--- src/slmsr_pkg.sv ---
// Constants for the lane map and sync register bank
package slmsr_pkg;

   // Bus geometry: word index is byte address divided by four
   localparam int unsigned WB_ADR_W = 11;
   localparam int unsigned IDX_W = 9;

   // Register indices; byte address is four times the index
   localparam logic [8:0] IDX_SR_CTRL = 9'h03A;
   localparam logic [8:0] IDX_LANE_AB = 9'h082;
   localparam logic [8:0] IDX_LANE_CD = 9'h083;
   localparam logic [8:0] IDX_LANE_EF = 9'h084;
   localparam logic [8:0] IDX_LANE_GH = 9'h085;
   localparam logic [8:0] IDX_SPARE_A = 9'h088;
   localparam logic [8:0] IDX_SPARE_B = 9'h089;
   localparam logic [8:0] IDX_MODE = 9'h08A;
   localparam logic [8:0] IDX_LMFC_OFS = 9'h08B;
   localparam logic [8:0] IDX_FRAME_OFS = 9'h08C;
   localparam logic [8:0] IDX_DIVIDED_CLOCK_OUTPUT = 9'h0F8;
   localparam logic [8:0] IDX_RSV_F9 = 9'h0F9;
   localparam logic [8:0] IDX_XFER = 9'h0FF;
   localparam logic [8:0] IDX_IRQ_STAT = 9'h100;
   localparam logic [8:0] IDX_IRQ_MASK = 9'h101;

   // Values after reset
   localparam logic [7:0] RST_LANE_AB = 8'h10;
   localparam logic [7:0] RST_LANE_CD = 8'h32;
   localparam logic [7:0] RST_LANE_EF = 8'h54;
   localparam logic [7:0] RST_LANE_GH = 8'h76;
   localparam logic [7:0] RST_SPARE_A = 8'h67;
   localparam logic [7:0] RST_SPARE_B = 8'hF0;
   localparam logic [7:0] RST_MODE = 8'h20;
   localparam logic [7:0] RST_LMFC_OFS = 8'h00;
   localparam logic [7:0] RST_FRAME_OFS = 8'h00;
   localparam logic [7:0] RST_DIVIDED_CLOCK_OUTPUT = 8'h00;
   localparam logic [7:0] RST_RSV_F9 = 8'h00;
   localparam logic [7:0] RST_XFER = 8'h00;
   localparam logic [7:0] RST_IRQ_MASK = 8'hBC;
   localparam logic [7:0] RST_SR_CTRL = 8'h00;

   // Field positions and masks
   localparam int unsigned LANE_LO_LSB = 0;
   localparam int unsigned LANE_HI_LSB = 4;
   localparam logic [7:0] LANE_RW_MASK = 8'h77;
   localparam logic [7:0] MODE_RW_MASK = 8'h33;
   localparam logic [7:0] LMFC_RW_MASK = 8'h1F;
   localparam logic [7:0] MASK_RW_MASK = 8'hBD;
   localparam int unsigned XFER_BIT = 0;
   localparam int unsigned SR_CLR_BIT = 6;
   localparam int unsigned DIV_SEL_BIT = 0;
   localparam int unsigned ST_PLL_BIT = 7;
   localparam int unsigned ST_HOLD_BIT = 3;
   localparam int unsigned ST_SETUP_BIT = 2;
   localparam int unsigned ST_CLK_BIT = 0;

   // Alignment modes
   localparam logic [1:0] MODE_LMFC_ALIGN = 2'b00;
   localparam logic [1:0] MODE_TIMESTAMP = 2'b10;

   // Counts
   localparam logic [1:0] DIVIDED_CLOCK_OUTPUT_LAST = 2'h3;
   localparam int unsigned LMFC_LEN_DEF = 32;
   localparam int unsigned FRAME_LEN_DEF = 8;

endpackage

--- src/slmsr_regs.sv ---
// Lane crossbar, SYSREF alignment and status registers on classic Wishbone
`timescale 1ns/1ps

module slmsr_regs #(
   parameter int unsigned LMFC_LEN = slmsr_pkg::LMFC_LEN_DEF,
   parameter int unsigned FRAME_LEN = slmsr_pkg::FRAME_LEN_DEF
) (
   input wire logic clk_sys_in,
   input wire logic nrst_in,
   input wire logic wb_cyc_in,
   input wire logic wb_stb_in,
   input wire logic wb_we_in,
   input wire logic [slmsr_pkg::WB_ADR_W-1:0] wb_adr_in,
   input wire logic [3:0] wb_sel_in,
   input wire logic [31:0] wb_dat_in,
   output logic [31:0] wb_dat_out,
   output logic wb_ack_out,
   input wire logic sysref_in,
   input wire logic pll_unlock_in,
   input wire logic sysref_hold_err_in,
   input wire logic sysref_setup_err_in,
   input wire logic clk_err_in,
   output logic [23:0] lane_map_out,
   output logic [1:0] align_mode_out,
   output logic [4:0] lmfc_phase_out,
   output logic [7:0] frame_phase_out,
   output logic sysref_realign_out,
   output logic sysref_stamp_out,
   output logic div_clk_en_out,
   output logic data_invalid_out,
   output logic irq_out
);

   typedef struct packed {
      logic ack;
      logic [31:0] rdat;
      logic [7:0] m_ab;
      logic [7:0] m_cd;
      logic [7:0] m_ef;
      logic [7:0] m_gh;
      logic [7:0] spare_a;
      logic [7:0] spare_b;
      logic [7:0] m_mode;
      logic [7:0] m_lmfc;
      logic [7:0] m_frame;
      logic [7:0] divided_clock_output;
      logic [7:0] rsv_f9;
      logic [7:0] xfer;
      logic [7:0] mask;
      logic [7:0] sr_ctrl;
      logic [7:0][2:0] s_lane;
      logic [1:0] s_mode;
      logic [4:0] s_lmfc;
      logic [7:0] s_frame;
      logic sr_meta;
      logic sr_sync;
      logic sr_prev;
      logic pll_meta;
      logic pll_sync;
      logic st_hold;
      logic st_setup;
      logic st_clk;
      logic [4:0] lmfc_cnt;
      logic [7:0] frame_cnt;
      logic realign;
      logic stamp;
      logic [1:0] div_cnt;
      logic div_en;
   } slmsr_state_t;

   slmsr_state_t state_reg;
   slmsr_state_t state_next;

   logic [slmsr_pkg::IDX_W-1:0] idx;
   logic wr_cycle;
   logic [7:0] wbyte;
   logic [7:0] status;
   logic sr_rise;
   logic err_clear;
   logic frame_wrap;

   // True when the current bus write targets the given register index
   function automatic logic wr_hit(input logic [8:0] cur, input logic [8:0] target,
                                   input logic wr);
      wr_hit = wr && (cur == target);
   endfunction

   // Merge a write into a register, touching only writable bits
   function automatic logic [7:0] merge(input logic [7:0] old, input logic [7:0] val,
                                        input logic [7:0] rw);
      merge = (old & ~rw) | (val & rw);
   endfunction

   assign idx = wb_adr_in[slmsr_pkg::WB_ADR_W-1:2];
   assign wr_cycle = wb_cyc_in && wb_stb_in && wb_we_in && !state_reg.ack && wb_sel_in[0];
   assign wbyte = wb_dat_in[7:0];
   assign sr_rise = state_reg.sr_sync && !state_reg.sr_prev;
   assign frame_wrap = (state_reg.frame_cnt == 8'(FRAME_LEN - 1));

   // Status byte: live PLL unlock, sticky SYSREF and clock errors, rest zero
   always_comb begin
      status = 8'h00;
      status[slmsr_pkg::ST_PLL_BIT] = state_reg.pll_sync;
      status[slmsr_pkg::ST_HOLD_BIT] = state_reg.st_hold;
      status[slmsr_pkg::ST_SETUP_BIT] = state_reg.st_setup;
      status[slmsr_pkg::ST_CLK_BIT] = state_reg.st_clk;
   end

   always_comb begin
      state_next = state_reg;
      err_clear = 1'b0;

      // Bus slave: one wait state, ack drops the cycle after it is given
      state_next.ack = wb_cyc_in && wb_stb_in && !state_reg.ack;
      state_next.rdat = 32'h0000_0000;
      if (wb_cyc_in && wb_stb_in && !wb_we_in && !state_reg.ack) begin
         unique case (idx)
            slmsr_pkg::IDX_SR_CTRL: state_next.rdat[7:0] = state_reg.sr_ctrl;
            slmsr_pkg::IDX_LANE_AB: state_next.rdat[7:0] = state_reg.m_ab;
            slmsr_pkg::IDX_LANE_CD: state_next.rdat[7:0] = state_reg.m_cd;
            slmsr_pkg::IDX_LANE_EF: state_next.rdat[7:0] = state_reg.m_ef;
            slmsr_pkg::IDX_LANE_GH: state_next.rdat[7:0] = state_reg.m_gh;
            slmsr_pkg::IDX_SPARE_A: state_next.rdat[7:0] = state_reg.spare_a;
            slmsr_pkg::IDX_SPARE_B: state_next.rdat[7:0] = state_reg.spare_b;
            slmsr_pkg::IDX_MODE: state_next.rdat[7:0] = state_reg.m_mode;
            slmsr_pkg::IDX_LMFC_OFS: state_next.rdat[7:0] = state_reg.m_lmfc;
            slmsr_pkg::IDX_FRAME_OFS: state_next.rdat[7:0] = state_reg.m_frame;
            slmsr_pkg::IDX_DIVIDED_CLOCK_OUTPUT: state_next.rdat[7:0] = state_reg.divided_clock_output;
            slmsr_pkg::IDX_RSV_F9: state_next.rdat[7:0] = state_reg.rsv_f9;
            slmsr_pkg::IDX_XFER: state_next.rdat[7:0] = state_reg.xfer;
            slmsr_pkg::IDX_IRQ_STAT: state_next.rdat[7:0] = status;
            slmsr_pkg::IDX_IRQ_MASK: state_next.rdat[7:0] = state_reg.mask;
            default: state_next.rdat = 32'h0000_0000;
         endcase
      end

      // Master copies of lane, mode and offset registers wait for a transfer; spare, divided clock, mask and control act at once
      if (wr_hit(idx, slmsr_pkg::IDX_LANE_AB, wr_cycle)) begin
         state_next.m_ab = merge(state_reg.m_ab, wbyte, slmsr_pkg::LANE_RW_MASK);
      end
      if (wr_hit(idx, slmsr_pkg::IDX_LANE_CD, wr_cycle)) begin
         state_next.m_cd = merge(state_reg.m_cd, wbyte, slmsr_pkg::LANE_RW_MASK);
      end
      if (wr_hit(idx, slmsr_pkg::IDX_LANE_EF, wr_cycle)) begin
         state_next.m_ef = merge(state_reg.m_ef, wbyte, slmsr_pkg::LANE_RW_MASK);
      end
      if (wr_hit(idx, slmsr_pkg::IDX_LANE_GH, wr_cycle)) begin
         state_next.m_gh = merge(state_reg.m_gh, wbyte, slmsr_pkg::LANE_RW_MASK);
      end
      if (wr_hit(idx, slmsr_pkg::IDX_SPARE_A, wr_cycle)) begin
         state_next.spare_a = wbyte;
      end
      if (wr_hit(idx, slmsr_pkg::IDX_SPARE_B, wr_cycle)) begin
         state_next.spare_b = wbyte;
      end
      if (wr_hit(idx, slmsr_pkg::IDX_MODE, wr_cycle)) begin
         state_next.m_mode = merge(state_reg.m_mode, wbyte, slmsr_pkg::MODE_RW_MASK);
      end
      if (wr_hit(idx, slmsr_pkg::IDX_LMFC_OFS, wr_cycle)) begin
         state_next.m_lmfc = merge(state_reg.m_lmfc, wbyte, slmsr_pkg::LMFC_RW_MASK);
      end
      if (wr_hit(idx, slmsr_pkg::IDX_FRAME_OFS, wr_cycle)) begin
         state_next.m_frame = wbyte;
      end
      if (wr_hit(idx, slmsr_pkg::IDX_DIVIDED_CLOCK_OUTPUT, wr_cycle)) begin
         state_next.divided_clock_output = wbyte;
      end
      if (wr_hit(idx, slmsr_pkg::IDX_RSV_F9, wr_cycle)) begin
         state_next.rsv_f9 = wbyte;
      end
      if (wr_hit(idx, slmsr_pkg::IDX_IRQ_MASK, wr_cycle)) begin
         state_next.mask = merge(state_reg.mask, wbyte, slmsr_pkg::MASK_RW_MASK);
      end
      if (wr_hit(idx, slmsr_pkg::IDX_SR_CTRL, wr_cycle)) begin
         state_next.sr_ctrl = wbyte;
      end

      // Transfer bit: a pending 1 copies masters to slaves, then clears
      if (state_reg.xfer[slmsr_pkg::XFER_BIT]) begin
         state_next.s_lane[0] = state_reg.m_ab[slmsr_pkg::LANE_LO_LSB +: 3];
         state_next.s_lane[1] = state_reg.m_ab[slmsr_pkg::LANE_HI_LSB +: 3];
         state_next.s_lane[2] = state_reg.m_cd[slmsr_pkg::LANE_LO_LSB +: 3];
         state_next.s_lane[3] = state_reg.m_cd[slmsr_pkg::LANE_HI_LSB +: 3];
         state_next.s_lane[4] = state_reg.m_ef[slmsr_pkg::LANE_LO_LSB +: 3];
         state_next.s_lane[5] = state_reg.m_ef[slmsr_pkg::LANE_HI_LSB +: 3];
         state_next.s_lane[6] = state_reg.m_gh[slmsr_pkg::LANE_LO_LSB +: 3];
         state_next.s_lane[7] = state_reg.m_gh[slmsr_pkg::LANE_HI_LSB +: 3];
         state_next.s_mode = state_reg.m_mode[1:0];
         state_next.s_lmfc = state_reg.m_lmfc[4:0];
         state_next.s_frame = state_reg.m_frame;
         state_next.xfer[slmsr_pkg::XFER_BIT] = 1'b0;
      end
      if (wr_hit(idx, slmsr_pkg::IDX_XFER, wr_cycle) && wbyte[slmsr_pkg::XFER_BIT]) begin
         state_next.xfer[slmsr_pkg::XFER_BIT] = 1'b1;
      end

      // SYSREF and PLL lock pins pass two flip-flops first
      state_next.sr_meta = sysref_in;
      state_next.sr_sync = state_reg.sr_meta;
      state_next.sr_prev = state_reg.sr_sync;
      state_next.pll_meta = pll_unlock_in;
      state_next.pll_sync = state_reg.pll_meta;

      // SYSREF errors clear on the falling edge of the clear bit, the clock error does not; a new error wins
      err_clear = state_reg.sr_ctrl[slmsr_pkg::SR_CLR_BIT]
                  && !state_next.sr_ctrl[slmsr_pkg::SR_CLR_BIT];
      if (err_clear) begin
         state_next.st_hold = 1'b0;
         state_next.st_setup = 1'b0;
      end
      if (sysref_hold_err_in) begin
         state_next.st_hold = 1'b1;
      end
      if (sysref_setup_err_in) begin
         state_next.st_setup = 1'b1;
      end
      if (clk_err_in) begin
         state_next.st_clk = 1'b1;
      end

      // Free-running frame and multiframe phase counters
      state_next.realign = 1'b0;
      state_next.stamp = 1'b0;
      if (frame_wrap) begin
         state_next.frame_cnt = 8'h00;
         if (state_reg.lmfc_cnt == 5'(LMFC_LEN - 1)) begin
            state_next.lmfc_cnt = 5'h00;
         end else begin
            state_next.lmfc_cnt = state_reg.lmfc_cnt + 5'h01;
         end
      end else begin
         state_next.frame_cnt = state_reg.frame_cnt + 8'h01;
      end
      if (sr_rise) begin
         if (state_reg.s_mode == slmsr_pkg::MODE_LMFC_ALIGN) begin
            state_next.lmfc_cnt = state_reg.s_lmfc;
            state_next.frame_cnt = state_reg.s_frame;
            state_next.realign = 1'b1;
         end else if (state_reg.s_mode == slmsr_pkg::MODE_TIMESTAMP) begin
            state_next.stamp = 1'b1;
         end
      end

      // Divided clock enable, one pulse every fourth cycle while the select bit is clear
      state_next.div_cnt = state_reg.div_cnt + 2'h1;
      state_next.div_en = (state_reg.div_cnt == slmsr_pkg::DIVIDED_CLOCK_OUTPUT_LAST)
                          && !state_reg.divided_clock_output[slmsr_pkg::DIV_SEL_BIT];
   end

   always_ff @(posedge clk_sys_in or negedge nrst_in) begin
      if (!nrst_in) begin
         state_reg <= '0;
         state_reg.m_ab <= slmsr_pkg::RST_LANE_AB;
         state_reg.m_cd <= slmsr_pkg::RST_LANE_CD;
         state_reg.m_ef <= slmsr_pkg::RST_LANE_EF;
         state_reg.m_gh <= slmsr_pkg::RST_LANE_GH;
         state_reg.spare_a <= slmsr_pkg::RST_SPARE_A;
         state_reg.spare_b <= slmsr_pkg::RST_SPARE_B;
         state_reg.m_mode <= slmsr_pkg::RST_MODE;
         state_reg.m_lmfc <= slmsr_pkg::RST_LMFC_OFS;
         state_reg.m_frame <= slmsr_pkg::RST_FRAME_OFS;
         state_reg.divided_clock_output <= slmsr_pkg::RST_DIVIDED_CLOCK_OUTPUT;
         state_reg.rsv_f9 <= slmsr_pkg::RST_RSV_F9;
         state_reg.xfer <= slmsr_pkg::RST_XFER;
         state_reg.mask <= slmsr_pkg::RST_IRQ_MASK;
         state_reg.sr_ctrl <= slmsr_pkg::RST_SR_CTRL;
         state_reg.s_lane[0] <= slmsr_pkg::RST_LANE_AB[2:0];
         state_reg.s_lane[1] <= slmsr_pkg::RST_LANE_AB[6:4];
         state_reg.s_lane[2] <= slmsr_pkg::RST_LANE_CD[2:0];
         state_reg.s_lane[3] <= slmsr_pkg::RST_LANE_CD[6:4];
         state_reg.s_lane[4] <= slmsr_pkg::RST_LANE_EF[2:0];
         state_reg.s_lane[5] <= slmsr_pkg::RST_LANE_EF[6:4];
         state_reg.s_lane[6] <= slmsr_pkg::RST_LANE_GH[2:0];
         state_reg.s_lane[7] <= slmsr_pkg::RST_LANE_GH[6:4];
         state_reg.s_mode <= slmsr_pkg::RST_MODE[1:0];
         state_reg.s_lmfc <= slmsr_pkg::RST_LMFC_OFS[4:0];
         state_reg.s_frame <= slmsr_pkg::RST_FRAME_OFS;
      end else begin
         state_reg <= state_next;
      end
   end

   // Physical lane n carries the logical lane held in slave field n
   genvar g;
   generate
      for (g = 0; g < 8; g++) begin : g_lane
         assign lane_map_out[3*g +: 3] = state_reg.s_lane[g];
      end
   endgenerate

   assign wb_ack_out = state_reg.ack;
   assign wb_dat_out = state_reg.rdat;
   assign align_mode_out = state_reg.s_mode;
   assign lmfc_phase_out = state_reg.lmfc_cnt;
   assign frame_phase_out = state_reg.frame_cnt;
   assign sysref_realign_out = state_reg.realign;
   assign sysref_stamp_out = state_reg.stamp;
   assign div_clk_en_out = state_reg.div_en;
   assign data_invalid_out = state_reg.st_clk;
   assign irq_out = (state_reg.pll_sync && !state_reg.mask[slmsr_pkg::ST_PLL_BIT])
                    || (state_reg.st_hold && !state_reg.mask[slmsr_pkg::ST_HOLD_BIT])
                    || (state_reg.st_setup && !state_reg.mask[slmsr_pkg::ST_SETUP_BIT])
                    || (state_reg.st_clk && !state_reg.mask[slmsr_pkg::ST_CLK_BIT]);

endmodule

--- config.mk ---
export PLATFORM = sky130hd
export DESIGN_NAME = slmsr_regs
export DESIGN_NICKNAME = d
export VERILOG_FILES = /design/src/slmsr_pkg.sv /design/src/slmsr_regs.sv
export SDC_FILE = /design/constraint.sdc
export NUM_CORES = 1
export LEC_CHECK = 0
export BUFFER_PORTS_ARGS = -buffer_cell sky130_fd_sc_hd__buf_4
export CORE_MARGIN = 5
export CORE_UTILIZATION = 35
export CTS_CLUSTER_DIAMETER = 50
export CTS_CLUSTER_SIZE = 30
export DETAILED_ROUTE_END_ITERATION = 8
export PLACE_DENSITY = 0.52
export SYNTH_ARGS = -nofsm -noshare
export SYNTH_HDL_FRONTEND = slang
export SYNTH_SLANG_ARGS = --single-unit
export TNS_END_PERCENT = 1
--- constraint.sdc ---
create_clock -name clk_sys_in -period 2.45 [get_ports clk_sys_in]
set_input_delay 0.245 -clock clk_sys_in [delete_from_list [all_inputs] [get_ports clk_sys_in]]
set_output_delay 0.245 -clock clk_sys_in [all_outputs]
set_load 0.01 [all_outputs]
==> impl_results.md <==
- Status: complete, no violations
- Most used flip-flop cell after synthesis: dfrtp_1
- Routed WL: 19100 µm
- GRT overflow: 0
- Slew Limit Fails: 0
- EDFF count, synth: 0
- Largest cells by area after synthesis: dfrtp_1 (39%), mux2_2 (18%), dfstp_2 (13%)
- CP endpoint kind: flop
- Critical Path Max Stage Delay: 0.50 ns
- Seq pwr share: 45.5%
- Unique masters post-synth: 64
- Final min period: 2.16 ns
- Switching share of power: 23.0%
- Count of final hold-check violations: 0
- Hold Buf Count CTS: 6
- # clock sinks: 162
- Final setup viols: 0
- Max cap viols: 0
- Post-DR vias/cell: 5.15
- Root buffer cell: clkbuf_16
- YS warnings: 0
- HPWL after DPL: 13900 µm
- Unrepaired setup endpoints after global routing: no
- Placement Setup Slack: 0.241 ns
- Slew headroom: 41.3%
- HP Start: wb_dat_in[3]
- Global-route wire length before repair: 30600 µm
- Core Rows: 54
- Largest register FFs: 107
- GRT Total Usage: 15.2%
- Fin crit share: 88.0%
- Top cell by count, worst path: and3_1
- Crit path launch: wb_ack_out
- Actual slew at the worst max-slew pin: 0.879 ns
- # DRC: 0
- Hold Crit Class: input pin to flop
- Synth top area share: 39.1%
- Post-Route Utilization: 41.6%
- Placed inst area: 0.00842 mm²
- Die area: 0.0256 mm²
- Clock skew: 0.00734 ns
- CP Launch Type: flop
- Post-CTS setup buffer count: 0
- WS Path Type: flop to flop
- IO Count: 134
- Routed Antenna Nets: 0
- Setup TNS Final: 0 ns
- Crit path cell chain: and3b_1, and3_1, and3_1, mux2_2
- Wire per inst: 19.6 µm
- Crit path max fanout: 8
- Clock share of power: 47.0%
- Routed via count: 5027
- Initial Util: 35.9%
- Worst-Skew Late Latency: 0.42 ns
- Switching power total: 1.41 mW
- Comb pwr share: 7.5%
- Data required, critical path: 2.76 ns
- Pin count of the biggest net entering global routing: 64
- IO buf count: 80
- Post-synthesis cell count: 637
- PwrDens: 672 mW/mm²
- Final Cell Area: 0.00913 mm²
- Post-CTS sizing: 0
- Reported leakage power: 4.28 nW
- Final #Nets: 743
- Top-count cell post-synth: mux2_2
- Mapped cell area: 0.00787 mm²
- Slowest CP cell: and3_1
- Synth Register Bits: 162
- Core ar.: 0.0220 mm²
- Sequential area share after synthesis: 52.1%
- Fmax: 0.464 GHz
- DRT Pass-1 Iters: 4
- Top post-synthesis cells by count: mux2_2 (126), dfrtp_1 (123), buf_4 (74), dfstp_2 (39), nand2_1 (35)
- Die Ht: 160 µm
- RePlAce Congestion: 0.866
- Vias in the first global route: 5315
- CTS tree: done
- Num CTS Buffers: 17
- Initial antenna violation count: 0
- Slack of the critical path: 0.294 ns
- Async SR Flop Fraction: 100%
- Die width: 160 µm
- RR Startpoint: wb_ack_out
- H-tree depth: 4
- Synth Area per Inst: 12.4 µm²
- Peak supply drop: 460 µV
- Initial DRC count: 323
- Area Growth Syn to Fin: 15.9%
- Proportion of layout cells with a drive suffix above 1: 45.3%
- Crit path DAT: 2.47 ns
- Worst-path clk slew: 0.06 ns
- Int Power: 4.72 mW
- Longest Clk Path Bufs: 2
- Cell taking the most area after synthesis: dfrtp_1
[metal layers]
metal	GRT usage, %	share of wire (%)	vias to the layer above
li1	-	-	2292
met1	19.3	43	2595
met2	25.5	50	118
met5	0	0	-
met3	4.15	5.1	22
met4	4.38	1.8	0
[final timing paths]
check,to,slack (ns),cells past startpoint
min,state_reg[76],0.11,3
min in group asynchronous,state_reg[1],0.38,2
max,state_reg[109],0.29,4
max reg2reg,state_reg[109],0.29,4
min reg2reg,state_reg[21],0.35,0
max in group asynchronous,state_reg[135],1.27,3
[cell families (layout without fill, tap and decap cells)]
logic type	after synthesis	in the layout	share of synthesized area (%)
other cells	1	25	0.0476
buf+inv	112	147	9.14
fa+ha+maj	4	4	0.636
simple gates	127	127	10.1
flops	162	162	52.1
mux	141	141	19.9
compound gates	84	84	7.41
xor+xnor	6	6	0.667
[cell type report]
class	instances	area, µm²
well taps	280	350
flip-flops and latches	162	4100
clock buffers	21	470
fillers	2067	12800
clock inverters	11	175
multi-input cells	386	3150
repair buffers	108	855
inverters	7	26.3
diodes	1	2.50
[stage by stage]
step | total power [mW] | hold WS [ns] | instances
after floorplan | 3.14 | -0.0506 | 660
after global placement | 3.28 | 0.278 | 937
after detailed placement | 3.30 | 0.283 | 937
after CTS | 6.22 | 0.0831 | 975
after global routing | 6.37 | 0.108 | 975
final | 6.13 | 0.109 | 976
[worst max-delay path: cells and delay by family (launching register included)]
family | cells | cell delay [ns]
multiplexers | 1 | 0.39
AND/OR/NAND/NOR | 3 | 1.29
flip-flops | 1 | 0.37
[power groups by stage]
stage          Combinational, mW  Sequential (mW)  Clock [mW]
2_1_floorplan              0.314             2.82           0
3_3_place_gp               0.451             2.83           0
3_5_place_dp               0.459             2.84           0
4_1_cts                    0.468             2.79        2.96
5_1_grt                    0.510             2.80        3.07
6_report                   0.461             2.79        2.88
[cells in the final DEF (no fill, tap or decap), drive strengths merged, types with 5 or more instances in the layout]
cell type,netlist,routed
mux2,127,127
dfrtp,123,123
buf,90,102
dfstp,39,39
nand2,36,36
conb,1,24
o21ai,24,24
clkbuf,15,21
nand3,19,19
mux2i,14,14
a21oi,13,13
and3,12,12
nor2,11,11
inv,7,9
nor3,9,9
a22o,6,6
and2,6,6
dlygate4sd3,0,6
xor2,5,5
a22oi,5,5
nand3b,5,5
a31oi,5,5
a221oi,5,5
nor4b,5,5
(Power assumes the default switching activity.)
